## src/hw/dbdc_pkg.sv

```systemverilog
// Constants and types for the dual block DRAM controller.
// Functional notes
// - Sync-mode bit 0 selects async page/EDO, 1 selects synchronous SDRAM.
// - One mode bit serves both blocks; no per-block mode.
// - Both blocks refresh together at a rate set by refresh_count.
// - Refresh counter times intervals, then requests a refresh cycle.
// - Hit logic checks every bus cycle against both blocks' settings.
// - Page-hit logic flags async-mode accesses to the last page while it stays open.
// - Row and column addresses share one set of address pins.
// - Drive row, column, write strobes and mux; end cycle per mode.
// - Registers at 0x100, 0x108, 0x10c, 0x110, 0x114; 0x104 reserved.
// - External masters may read and write these registers.
// - Mask bits 6 to 1: 0 lets the access type hit, 1 blocks it.
// - Mask bits: CPU space, alt master, sup/user code and data.
// - Mask bit 0 is a valid flag, cleared at reset, gating decode.
// - One multiplexing scheme in both modes.
// - Row phase: pins 9 to 19 carry address bits 9 to 19.
// - Column: pins 15..9 carry bits 2..8; pin 17 bit 16 on 32-bit ports.
// - Column: pin 17 bit 0 for 8-bit, pin 16 bit 1 for 8/16-bit ports.
// - Pin 18 carries bit 17 for 16-bit, or 32-bit with eight column lines.
// - Pin 19 carries bit 18 only for 16-bit ports with nine or more columns.
package dbdc_pkg;
  // ==========================================================
  // Register offsets
  localparam logic [8:0] OFS_CTRL = 9'h100;
  localparam logic [8:0] OFS_RSVD = 9'h104;
  localparam logic [8:0] OFS_ADDR0 = 9'h108;
  localparam logic [8:0] OFS_MASK0 = 9'h10c;
  localparam logic [8:0] OFS_ADDR1 = 9'h110;
  localparam logic [8:0] OFS_MASK1 = 9'h114;
  // ==========================================================
  // Control register fields, upper half of the word
  localparam int CTRL_SYNC_BIT = 31;
  localparam int REFRESH_MSB = 26;
  localparam int REFRESH_LSB = 16;
  localparam logic [15:0] CTRL_RESET = 16'h0000;
  // ==========================================================
  // Address/control register fields
  localparam int BASE_MSB = 31;
  localparam int BASE_LSB = 18;
  localparam int COLS_MSB = 9;
  localparam int COLS_LSB = 8;
  localparam int PS_MSB = 5;
  localparam int PS_LSB = 4;
  localparam logic [31:0] ADDR_RESET = 32'h0000_0000;
  localparam logic [31:0] MASK_RESET = 32'h0000_0000;
  localparam int VALID_BIT = 0;
  // Mask bit positions per access type.
  localparam int TYPE_CPU = 6;
  localparam int TYPE_ALT = 5;
  localparam int TYPE_SUP_CODE = 4;
  localparam int TYPE_SUP_DATA = 3;
  localparam int TYPE_USR_CODE = 2;
  localparam int TYPE_USR_DATA = 1;
  // Port size codes.
  localparam logic [1:0] PS_32 = 2'h0;
  localparam logic [1:0] PS_8 = 2'h1;
  localparam logic [1:0] PS_16 = 2'h2;
  // Column line codes: 0 means eight columns.
  localparam logic [1:0] COLS_8 = 2'h0;
  // ==========================================================
  // Timing counts
  localparam int REFRESH_UNIT = 16;
  localparam logic [3:0] PHASE_CYCLES = 4'h2;
  // Page spans address bits above the column.
  localparam int PAGE_LSB = 9;
  // ==========================================================
  // Control states
  typedef enum logic [5:0] {
    ST_IDLE = 6'b000001,
    ST_ROW = 6'b000010,
    ST_COL = 6'b000100,
    ST_DONE = 6'b001000,
    ST_REF = 6'b010000,
    ST_PRE = 6'b100000
  } dbdc_state_e;
endpackage : dbdc_pkg

```

## src/hw/dbdc_refresh.sv

```systemverilog
// Refresh interval counter for both DRAM blocks.
`timescale 1ns/100ps
module dbdc_refresh (
  // Clock and reset
  input wire logic CLK_I,
  input wire logic RESETN_I,
  // Control
  input wire logic [10:0] refresh_count_i,
  input wire logic refresh_ack_i,
  // Request
  output logic refresh_req_o
);
  import dbdc_pkg::*;
  logic [14:0] count;
  logic [14:0] limit;
  assign limit = {refresh_count_i, 4'h0} + 15'h000f;
  // Counts (refresh_count + 1) * 16 cycles per interval.
  always_ff @(posedge CLK_I) begin
    if (!RESETN_I) begin
      count <= 15'h0000;
    end else if (count >= limit) begin
      count <= 15'h0000;
    end else begin
      count <= count + 15'h0001;
    end
  end
  // Request holds until serviced; a new interval wins over the ack.
  always_ff @(posedge CLK_I) begin
    if (!RESETN_I) begin
      refresh_req_o <= 1'b0;
    end else if (count >= limit) begin
      refresh_req_o <= 1'b1;
    end else if (refresh_ack_i) begin
      refresh_req_o <= 1'b0;
    end
  end
endmodule : dbdc_refresh

```

## src/hw/dbdc_ctrl.sv

```systemverilog
// Dual block DRAM controller: registers, hit, page and strobe logic.
`timescale 1ns/100ps
module dbdc_ctrl (
  // Clock and reset
  input wire logic CLK_I,
  input wire logic RESETN_I,
  // Register access from any master
  input wire logic REG_SEL_I,
  input wire logic REG_WR_I,
  input wire logic [8:0] REG_ADDR_I,
  input wire logic [31:0] REG_WDATA_I,
  output logic [31:0] REG_RDATA_O,
  output logic REG_ACK_O,
  // Memory bus cycle
  input wire logic MEM_REQ_I,
  input wire logic MEM_WR_I,
  input wire logic [31:0] MEM_ADDR_I,
  input wire logic MEM_CPU_SPACE_I,
  input wire logic MEM_ALT_MASTER_I,
  input wire logic MEM_SUPER_I,
  input wire logic MEM_CODE_I,
  output logic MEM_ACK_O,
  output logic MEM_PAGE_HIT_O,
  // DRAM pins
  output logic [19:9] DRAM_ADDR_O,
  output logic [1:0] DRAM_ROW_N_O,
  output logic DRAM_COL_N_O,
  output logic DRAM_WRITE_N_O,
  output logic DRAM_SYNC_O
);
  import dbdc_pkg::*;
  // ==========================================================
  // Registers
  logic [15:0] ctrl;
  logic [31:0] addr_ctl [2];
  logic [31:0] mask [2];
  logic [10:0] refresh_count;
  logic sync_mode;
  logic refresh_req;
  logic refresh_ack;
  assign refresh_count = ctrl[REFRESH_MSB-16:REFRESH_LSB-16];
  assign sync_mode = ctrl[CTRL_SYNC_BIT-16];

  // Writes accepted from on-chip or external masters alike.
  always_ff @(posedge CLK_I) begin
    if (!RESETN_I) begin
      ctrl <= CTRL_RESET;
      addr_ctl[0] <= ADDR_RESET;
      addr_ctl[1] <= ADDR_RESET;
      mask[0] <= MASK_RESET;
      mask[1] <= MASK_RESET;
    end else if (REG_SEL_I && REG_WR_I) begin
      case (REG_ADDR_I)
        OFS_CTRL: ctrl <= REG_WDATA_I[31:16];
        OFS_ADDR0: addr_ctl[0] <= REG_WDATA_I;
        OFS_MASK0: mask[0] <= REG_WDATA_I;
        OFS_ADDR1: addr_ctl[1] <= REG_WDATA_I;
        OFS_MASK1: mask[1] <= REG_WDATA_I;
        default: ctrl <= ctrl;
      endcase
    end
  end

  // Read data and acknowledge; reserved words read zero.
  always_ff @(posedge CLK_I) begin
    if (!RESETN_I) begin
      REG_RDATA_O <= 32'h0000_0000;
      REG_ACK_O <= 1'b0;
    end else begin
      REG_ACK_O <= REG_SEL_I && !REG_ACK_O;
      case (REG_ADDR_I)
        OFS_CTRL: REG_RDATA_O <= {ctrl, 16'h0000};
        OFS_RSVD: REG_RDATA_O <= 32'h0000_0000;
        OFS_ADDR0: REG_RDATA_O <= addr_ctl[0];
        OFS_MASK0: REG_RDATA_O <= mask[0];
        OFS_ADDR1: REG_RDATA_O <= addr_ctl[1];
        OFS_MASK1: REG_RDATA_O <= mask[1];
        default: REG_RDATA_O <= 32'h0000_0000;
      endcase
    end
  end

  // ==========================================================
  // Hit logic
  function automatic logic [6:1] type_bits(input logic cpu,
      input logic alt, input logic sup, input logic code);
    logic [6:1] t;
    t = 6'h00;
    t[TYPE_CPU] = cpu;
    t[TYPE_ALT] = alt;
    t[TYPE_SUP_CODE] = !cpu && !alt && sup && code;
    t[TYPE_SUP_DATA] = !cpu && !alt && sup && !code;
    t[TYPE_USR_CODE] = !cpu && !alt && !sup && code;
    t[TYPE_USR_DATA] = !cpu && !alt && !sup && !code;
    return t;
  endfunction : type_bits

  logic [6:1] acc_type;
  logic [1:0] hit;
  assign acc_type = type_bits(MEM_CPU_SPACE_I, MEM_ALT_MASTER_I,
                              MEM_SUPER_I, MEM_CODE_I);
  genvar b;
  generate
    for (b = 0; b < 2; b++) begin : g_hit
      logic [BASE_MSB:BASE_LSB] amask;
      assign amask = ~mask[b][BASE_MSB:BASE_LSB];
      assign hit[b] = mask[b][VALID_BIT]
        && (((MEM_ADDR_I[BASE_MSB:BASE_LSB]
              ^ addr_ctl[b][BASE_MSB:BASE_LSB]) & amask) == '0)
        && ((acc_type & mask[b][6:1]) == 6'h00);
    end
  endgenerate

  // ==========================================================
  // Access latch, page tracking
  logic [31:0] cur_addr;
  logic cur_wr;
  logic cur_blk;
  logic [31:PAGE_LSB] last_page;
  logic last_blk;
  logic page_open;
  logic page_hit;
  logic [1:0] cur_ps;
  logic [1:0] cur_cols;
  logic [31:0] acc_addr;
  logic acc_blk;
  logic acc_wr;
  assign page_hit = page_open && (last_blk == hit[1])
                    && (last_page == MEM_ADDR_I[31:PAGE_LSB]);
  assign cur_ps = addr_ctl[acc_blk][PS_MSB:PS_LSB];
  assign cur_cols = addr_ctl[acc_blk][COLS_MSB:COLS_LSB];

  // ==========================================================
  // Address multiplexing, one scheme for both modes
  function automatic logic [19:9] col_addr(input logic [31:0] a,
      input logic [1:0] ps, input logic [1:0] cols);
    logic [19:9] p;
    p = 11'h000;
    p[15:9] = {a[2], a[3], a[4], a[5], a[6], a[7], a[8]};
    if (ps == PS_8) begin
      p[17] = a[0];
    end else if (ps == PS_32) begin
      p[17] = a[16];
    end
    if (ps == PS_8 || ps == PS_16) begin
      p[16] = a[1];
    end
    if (ps == PS_16 || (ps == PS_32 && cols == COLS_8)) begin
      p[18] = a[17];
    end
    if (ps == PS_16 && cols != COLS_8) begin
      p[19] = a[18];
    end
    return p;
  endfunction : col_addr

  // ==========================================================
  // Control state machine
  dbdc_state_e state;
  dbdc_state_e next_state;
  logic [3:0] wait_cnt;
  logic phase_done;
  logic start;
  assign phase_done = (wait_cnt == PHASE_CYCLES);
  assign start = MEM_REQ_I && (hit != 2'b00) && !MEM_ACK_O;
  assign refresh_ack = (state == ST_REF) && phase_done;
  // The first strobe cycle is launched from the bus, not the stale latch.
  assign acc_addr = (state == ST_IDLE) ? MEM_ADDR_I : cur_addr;
  assign acc_blk = (state == ST_IDLE) ? hit[1] : cur_blk;
  assign acc_wr = (state == ST_IDLE) ? MEM_WR_I : cur_wr;

  always_comb begin
    next_state = state;
    case (state)
      ST_IDLE: begin
        if (refresh_req) begin
          next_state = ST_PRE;
        end else if (start && page_hit && !sync_mode) begin
          next_state = ST_COL;
        end else if (start) begin
          next_state = page_open ? ST_PRE : ST_ROW;
        end
      end
      ST_PRE: begin
        if (phase_done) begin
          next_state = refresh_req ? ST_REF : ST_ROW;
        end
      end
      ST_ROW: if (phase_done) next_state = ST_COL;
      ST_COL: if (phase_done) next_state = ST_DONE;
      ST_DONE: next_state = ST_IDLE;
      ST_REF: if (phase_done) next_state = ST_IDLE;
      default: next_state = ST_IDLE;
    endcase
  end

  always_ff @(posedge CLK_I) begin
    if (!RESETN_I) begin
      state <= ST_IDLE;
      wait_cnt <= 4'h0;
    end else begin
      state <= next_state;
      wait_cnt <= (next_state != state) ? 4'h0 : wait_cnt + 4'h1;
    end
  end

  always_ff @(posedge CLK_I) begin
    if (!RESETN_I) begin
      cur_addr <= 32'h0000_0000;
      cur_wr <= 1'b0;
      cur_blk <= 1'b0;
      last_page <= '0;
      last_blk <= 1'b0;
      page_open <= 1'b0;
      MEM_PAGE_HIT_O <= 1'b0;
    end else if (state == ST_IDLE && start && !refresh_req) begin
      cur_addr <= MEM_ADDR_I;
      cur_wr <= MEM_WR_I;
      cur_blk <= hit[1];
      last_page <= MEM_ADDR_I[31:PAGE_LSB];
      last_blk <= hit[1];
      page_open <= !sync_mode;
      MEM_PAGE_HIT_O <= page_hit;
    end else if (state == ST_REF) begin
      page_open <= 1'b0;
    end
  end

  // Pins: row phase then column phase, strobes per state.
  always_ff @(posedge CLK_I) begin
    if (!RESETN_I) begin
      DRAM_ADDR_O <= 11'h000;
      DRAM_ROW_N_O <= 2'b11;
      DRAM_COL_N_O <= 1'b1;
      DRAM_WRITE_N_O <= 1'b1;
      MEM_ACK_O <= 1'b0;
      DRAM_SYNC_O <= 1'b0;
    end else begin
      DRAM_SYNC_O <= sync_mode;
      MEM_ACK_O <= (next_state == ST_DONE);
      case (next_state)
        ST_ROW: begin
          DRAM_ADDR_O <= acc_addr[19:9];
          DRAM_ROW_N_O <= acc_blk ? 2'b01 : 2'b10;
          DRAM_COL_N_O <= 1'b1;
        end
        ST_COL: begin
          DRAM_ADDR_O <= col_addr(acc_addr, cur_ps, cur_cols);
          DRAM_ROW_N_O <= acc_blk ? 2'b01 : 2'b10;
          DRAM_COL_N_O <= 1'b0;
          DRAM_WRITE_N_O <= !acc_wr;
        end
        ST_REF: begin
          DRAM_ROW_N_O <= 2'b00;
          DRAM_COL_N_O <= 1'b0;
          DRAM_WRITE_N_O <= 1'b1;
        end
        ST_DONE: begin
          DRAM_COL_N_O <= 1'b1;
          DRAM_WRITE_N_O <= 1'b1;
          if (sync_mode) DRAM_ROW_N_O <= 2'b11;
        end
        ST_PRE: begin
          DRAM_ROW_N_O <= 2'b11;
          DRAM_COL_N_O <= 1'b1;
          DRAM_WRITE_N_O <= 1'b1;
        end
        default: begin
          DRAM_COL_N_O <= 1'b1;
          DRAM_WRITE_N_O <= 1'b1;
          if (!page_open) DRAM_ROW_N_O <= 2'b11;
        end
      endcase
    end
  end

  // ==========================================================
  // Refresh counter
  dbdc_refresh u_refresh (
    .CLK_I(CLK_I),
    .RESETN_I(RESETN_I),
    .refresh_count_i(refresh_count),
    .refresh_ack_i(refresh_ack),
    .refresh_req_o(refresh_req)
  );
endmodule : dbdc_ctrl

```

## config.mk

```make
export PLATFORM = sky130hd
export DESIGN_NAME = dbdc_ctrl
export DESIGN_NICKNAME = d
export VERILOG_FILES = /design/src/hw/dbdc_pkg.sv /design/src/hw/dbdc_refresh.sv /design/src/hw/dbdc_ctrl.sv
export SDC_FILE = /design/constraint.sdc
export NUM_CORES = 1
export LEC_CHECK = 0
export ABC_AREA = 1
export BUFFER_PORTS_ARGS = -buffer_cell sky130_fd_sc_hd__buf_2
export CAP_MARGIN = 15
export CORE_ASPECT_RATIO = 0.8
export CORE_MARGIN = 2
export CORE_UTILIZATION = 40
export CTS_CLUSTER_SIZE = 12
export DETAILED_ROUTE_END_ITERATION = 8
export SETUP_SLACK_MARGIN = 0.05
export SYNTH_ARGS = -nofsm -noshare
export SYNTH_HDL_FRONTEND = slang
export SYNTH_HIERARCHICAL = 1
export SYNTH_SLANG_ARGS = --single-unit
export TNS_END_PERCENT = 50
```

## constraint.sdc

```tcl
create_clock -name CLK_I -period 11.2 [get_ports CLK_I]
set_clock_uncertainty 0.15 [all_clocks]
set_input_delay 0 -clock CLK_I [delete_from_list [all_inputs] [get_ports CLK_I]]
set_output_delay 0 -clock CLK_I [all_outputs]
set_load 0.02 [all_outputs]
```

# Word-level counts from Yosys, hierarchy flattened
# Memories as Yosys holds them, arrays and structs flattened.
# Cells that the tools add are included.
op_classes:
  addsub: 3
  order_cmp: 1
  n_mux: 51
  eq_ne: 23
  n_bitwise: 13
  n_reduce_logical: 52
op_table:
  columns: ["operator", "n"]
  rows:
  - ["$pmux 32 s5", 1]
  - ["$mux 32", 4]
  - ["$mux 6", 8]
  - ["$eq 9x9->1 const B", 5]
  - ["$pmux 6 s5", 1]
  - ["$mux 1", 29]
  - ["$and 14x14->14", 2]
  - ["$logic_not 14->1", 2]
  - ["$not 14->14", 2]
  - ["$xor 14x14->14", 2]
  - ["$logic_and 1x1->1", 24]
  - ["$eq 23x23->1", 1]
  - ["$pmux 11 s2", 1]
  - ["$mux 20", 1]
  - ["$add 15x1->15 const B", 1]
  - ["$add 15x4->15 const B", 1]
  - ["$ge 15x15->1", 1]
  - ["$and 6x6->6", 2]
  - ["$eq 6x2->1 const B", 2]
  - ["$eq 6x3->1 const B", 2]
  - ["$eq 6x5->1 const B", 2]
  - ["$eq 6x6->1 const B", 2]
  - ["$logic_not 6->1", 2]
  - ["$reduce_bool 2->1", 5]
  - ["other kinds (21)", 40]
word_totals:
  elab_cells: 164
  register_bits: 139
  output_inout_bits: 51
  input_bits: 83
  memories: 2
  ram_bits: 128
mem_list:
  columns: ["name", "words", "width", "read_ports", "rd_clocked_by_memory_dff", "wr", "line_no", "source"]
  rows:
  - ["addr_ctl", 2, 32, 3, 0, 2, "dbdc_ctrl.sv:35", "logic [31:0] addr_ctl [2];"]
  - ["mask", 2, 32, 2, 0, 2, "dbdc_ctrl.sv:36", "logic [31:0] mask [2];"]

# Depth between registers and ports, before layout
logic_depth:
  word_depth: 19
  depth_mapped: 20

# By module
# Netlist, hierarchy kept.
by_module_without_submodules:
  columns: ["module", "seq_area_each_um2", "n_inst", "area_per_inst_um2", "cells_each"]
  rows:
  - ["dbdc_ctrl", 6085.8, 1, 10592.7, 1188]
  - ["dbdc_refresh", 320.3, 1, 1096.1, 155]

# Worst setup path after synthesis
# No wires, ideal clock.
synth_path:
  kind: "in2reg"
  from: "in REG_ADDR_I[1]"
  to: "mem addr_ctl[1][0] (enable)"
  arrival_ps: 2948
  cell_stages: 7
  path_slack_ps: 7636
  setup_ps: 466
  required_ps: 10584
  path_buffers: 0
  cell_sequence: "nor2_1 -> inv_1 -> nor2_1 -> inv_1 -> nor2_1 -> nand2_1 -> o21ai_0"
synth_rtl:
  columns: ["item", "line_no", "source"]
  rows:
  - ["from (decl)", "dbdc_ctrl.sv:10", "input wire logic [8:0] REG_ADDR_I,"]
  - ["to (decl)", "dbdc_ctrl.sv:35", null]

==> flow_summary.yaml <==
job:
  maxCapViolations: 0
global_route:
  first_global_vias: 9475
  grt_max_degree: 72
  grt_first_pass_wirelength_microns: 52400
  grt.total_usage: 0.2199
  overflow: 0
  number_of_antenna_violations_at_the_first_check_in_global_routing: 0
cts:
  cts_buffer_depth: 3
  clk_pin_slew_ns: 0.06
  cts-buffers-inserted: 27
  insertion_delay_ns: 0.55
  post-cts-setup-buffers: 0
  cts.sinks: 256
  ctsRootBufferMaster: "clkbuf_16"
  cts_tree: "yes"
  htree_num_levels: 1
placement:
  dp_hpwl_microns: 22930
  portBuffers: 133
  place_congestion: 0.8962
final_layout:
  final_layout_size_suffix_gt1_frac: 0.1555
  layout.core_utilization: 0.5041
  num-fill-cells: 2698
  final_cell_mix: "nand2_1 (247), inv_1 (196), nor2_1 (178)"
  synthToLayoutAreaGrowth_pct: 22.87
  final_common_cell: "nand2_1"
  final_nets: 1648
  n_antenna_cell: 0
status:
  run_status: "finished, final reports clean"
power:
  p_per_area_nw_per_um2: 142.0
  combPwrFrac: 0.068
  cellLeakagePower_nw: 5.974
  part_of_the_power_in_the_clock_network: 0.430
  switching_share: 0.2299
  internal_power_w: 0.001570
  switchingPower_w: 0.0004687
  seq_power_share: 0.502
  highest_ir_drop_seen_on_vdd_mv: 0.1137
drt:
  route.final.wire_length_microns: 33450
  routedWlPerCell_microns: 17.25
  drt.antenna.violating_nets: 0
  drtIter0Drc: 752
  detail_route.first_pass.iterations: 5
  via_per_inst: 5.095
  drc: 0
  route.vias.total: 9880
synthesis:
  synth_area_leader_cell: "edfxtp_1"
  yosysSeqAreaShare: 0.5481
  synthDistinctLibCells: 51
  post_synth_inst_count: 1343
  syn_area_per_cell_sq_um: 8.703
  area_fraction_of_the_dominant_cell_type_after_synthesis: 0.3288
  synth.cell_area_sq_um: 11690
  syn_nets: 1443
  synth_warnings: 6
  ffs_latches_synth: 256
  synth_top_cells_by_area: "edfxtp_1 (33%), dfxtp_1 (22%), nand2_1 (8.0%)"
sta:
  relSlewSlack: 0.2720
  max_slew.worst_pin.slew_ns: 1.080
  timing_max_transition_violations_final: 0
  fmax_ghz: 0.2620
  setup-tns-final_ns: 0
  setup_repair_after_global_routing_missed_its_margin: "false"
  final-setup-viol-count: 0
  finalCriticalPeriod_ns: 3.816
  timing.final.crit_share: 0.3407
  finalHoldViolCount: 0
die:
  fp.dieH_microns: 156.9
  io_pins: 134
  core_region_area_sq_um: 28490
  die_x_microns: 195.1
  design.die.area_sq_um: 30610
  floorplan.initialDensity: 0.4103
  row_count: 55
worst_setup_path:
  worstPathMaxFanout: 36
  setup.worst_path.end_class: "flip-flop"
  critPathArrivalTime_ns: 4.06
  cp_data_required_time_ns: 11.45
  worst_setup_path_start_kind: "flip-flop"
  critPathKind: "reg2reg"
worst_hold_path:
  worstHoldPathType: "in2reg"
==> flip-flops by register name (all words and copies together) (netlist names), 2 cells and up <==
register and flops:
state 6, REG_RDATA_O 32, ctrl 16, wait_cnt 4, cur_addr 19, DRAM_ADDR_O 11, DRAM_ROW_N_O 2, addr_ctl 64
mask 64, u_refresh/count 15, last_page 13
==> through the flow <==
| step | setup slack (ns) | power (W) | instance area (sq um) | hold slack, ns | instances |
|---|---|---|---|---|---|
| finish | 7.384 | 0.002039 | 14360 | 0.01852 | 1939 |
| global placement | 7.885 | 0.001160 | 12770 | 0.1385 | 1816 |
| detailed placement | 7.775 | 0.001161 | 12770 | 0.1457 | 1816 |
| global route | 7.090 | 0.002106 | 14360 | 0.06804 | 1939 |
| CTS | 7.420 | 0.002050 | 14350 | 0.005006 | 1938 |
| floorplan | 7.636 | 0.001106 | 11690 | -0.05237 | 1343 |
==> logic make-up after synthesis <==
kind of cell	count (synthesis)	share of synthesized area
AO/OA/AOI/OAI	259	0.1324
XOR/XNOR	18	0.01349
adder cells (fa/ha/maj)	17	0.01820
buffers and inverters	252	0.08328
flip-flops	256	0.5481
AND/OR/NAND/NOR	541	0.2046
==> final timing paths <==
kind                                    start               to  slack (ns)  cells past startpoint
worst min-delay path            REG_ADDR_I[3]  REG_RDATA_O[18]        0.02                      6
worst max-delay path              mask[0][35]      cur_addr[0]        7.38                     13
worst max register to register    mask[0][35]      cur_addr[0]        7.38                     13
worst min register to register      REG_ACK_O        REG_ACK_O        0.26                      1
==> per-layer routing <==
metal / wire (microns) / GRT usage / share of wire
met2: 14310 / 0.3403 / 0.43
met3: 2403 / 0.03171 / 0.072
met5: 0 / 0 / 0
met4: 899 / 0.06216 / 0.027
met1: 15840 / 0.3214 / 0.47
==> critical path, stage by stage (launching register included) <==
cell	delay (ns)
edfxtp_1	0.41
nand4_1	0.13
o21ai_2	0.06
dlygate4sd3_1	0.57
nor2_2	0.19
dlygate4sd3_1	0.65
nand3_4	0.13
nand2_4	0.13
nand2_4	0.08
nor3_4	0.12
buf_4	0.38
inv_2	0.34
o21ai_0	0.26
a21oi_1	0.05
==> power by group through the flow <==
stage	registers, W	clock network, W	logic (W)
CTS	0.00102	0.000889	0.000137
detailed placement	0.00104	0	0.000117
finish	0.00102	0.000878	0.000138
global placement	0.00104	0	0.000117
global route	0.00103	0.000926	0.000153
floorplan	0.00104	0	0.0000645
==> layout make-up <==
cell class                      instances  area [sq um]  share of cell area
Clock buffer                           45         798.3             0.05558
Tap cell                              370         462.9             0.03223
Sequential cell                       256          6406              0.4460
Timing Repair Buffer                  218          1491              0.1038
Multi-Input combinational cell        835          4360              0.3036
Clock inverter                          5         55.05            0.003833
Inverter                              210         788.3             0.05488
==> what timing repair did <==
action                                 CTS  global route
endpoints found under the hold margin  194             0
gates resized for setup                  0             0
hold buffers                            72             0
==> cells in the mapped netlist (all sizes together) <==
library cell and n:
inv 208, nand3b 6, edfxtp 128, clkinv 2, o32a 1, and2 1, o41ai 1, a22oi 9
xor2 12, or2 1, buf 9, o22ai 23, xnor2 6, dfxtp 128, o21ai 89, a41oi 3
nand4 16, ha 17, nor3 18, nor2 193, o221ai 8, a211oi 5, o31ai 1, o21bai 2
nand3 48, a311oi 1, a31oi 18, a21oi 73, o21a 1, o211ai 9, a22o 2, nand2 258
a221oi 13, clkbuf 33
No activity file was read; power rests on OpenSTA's default activity.
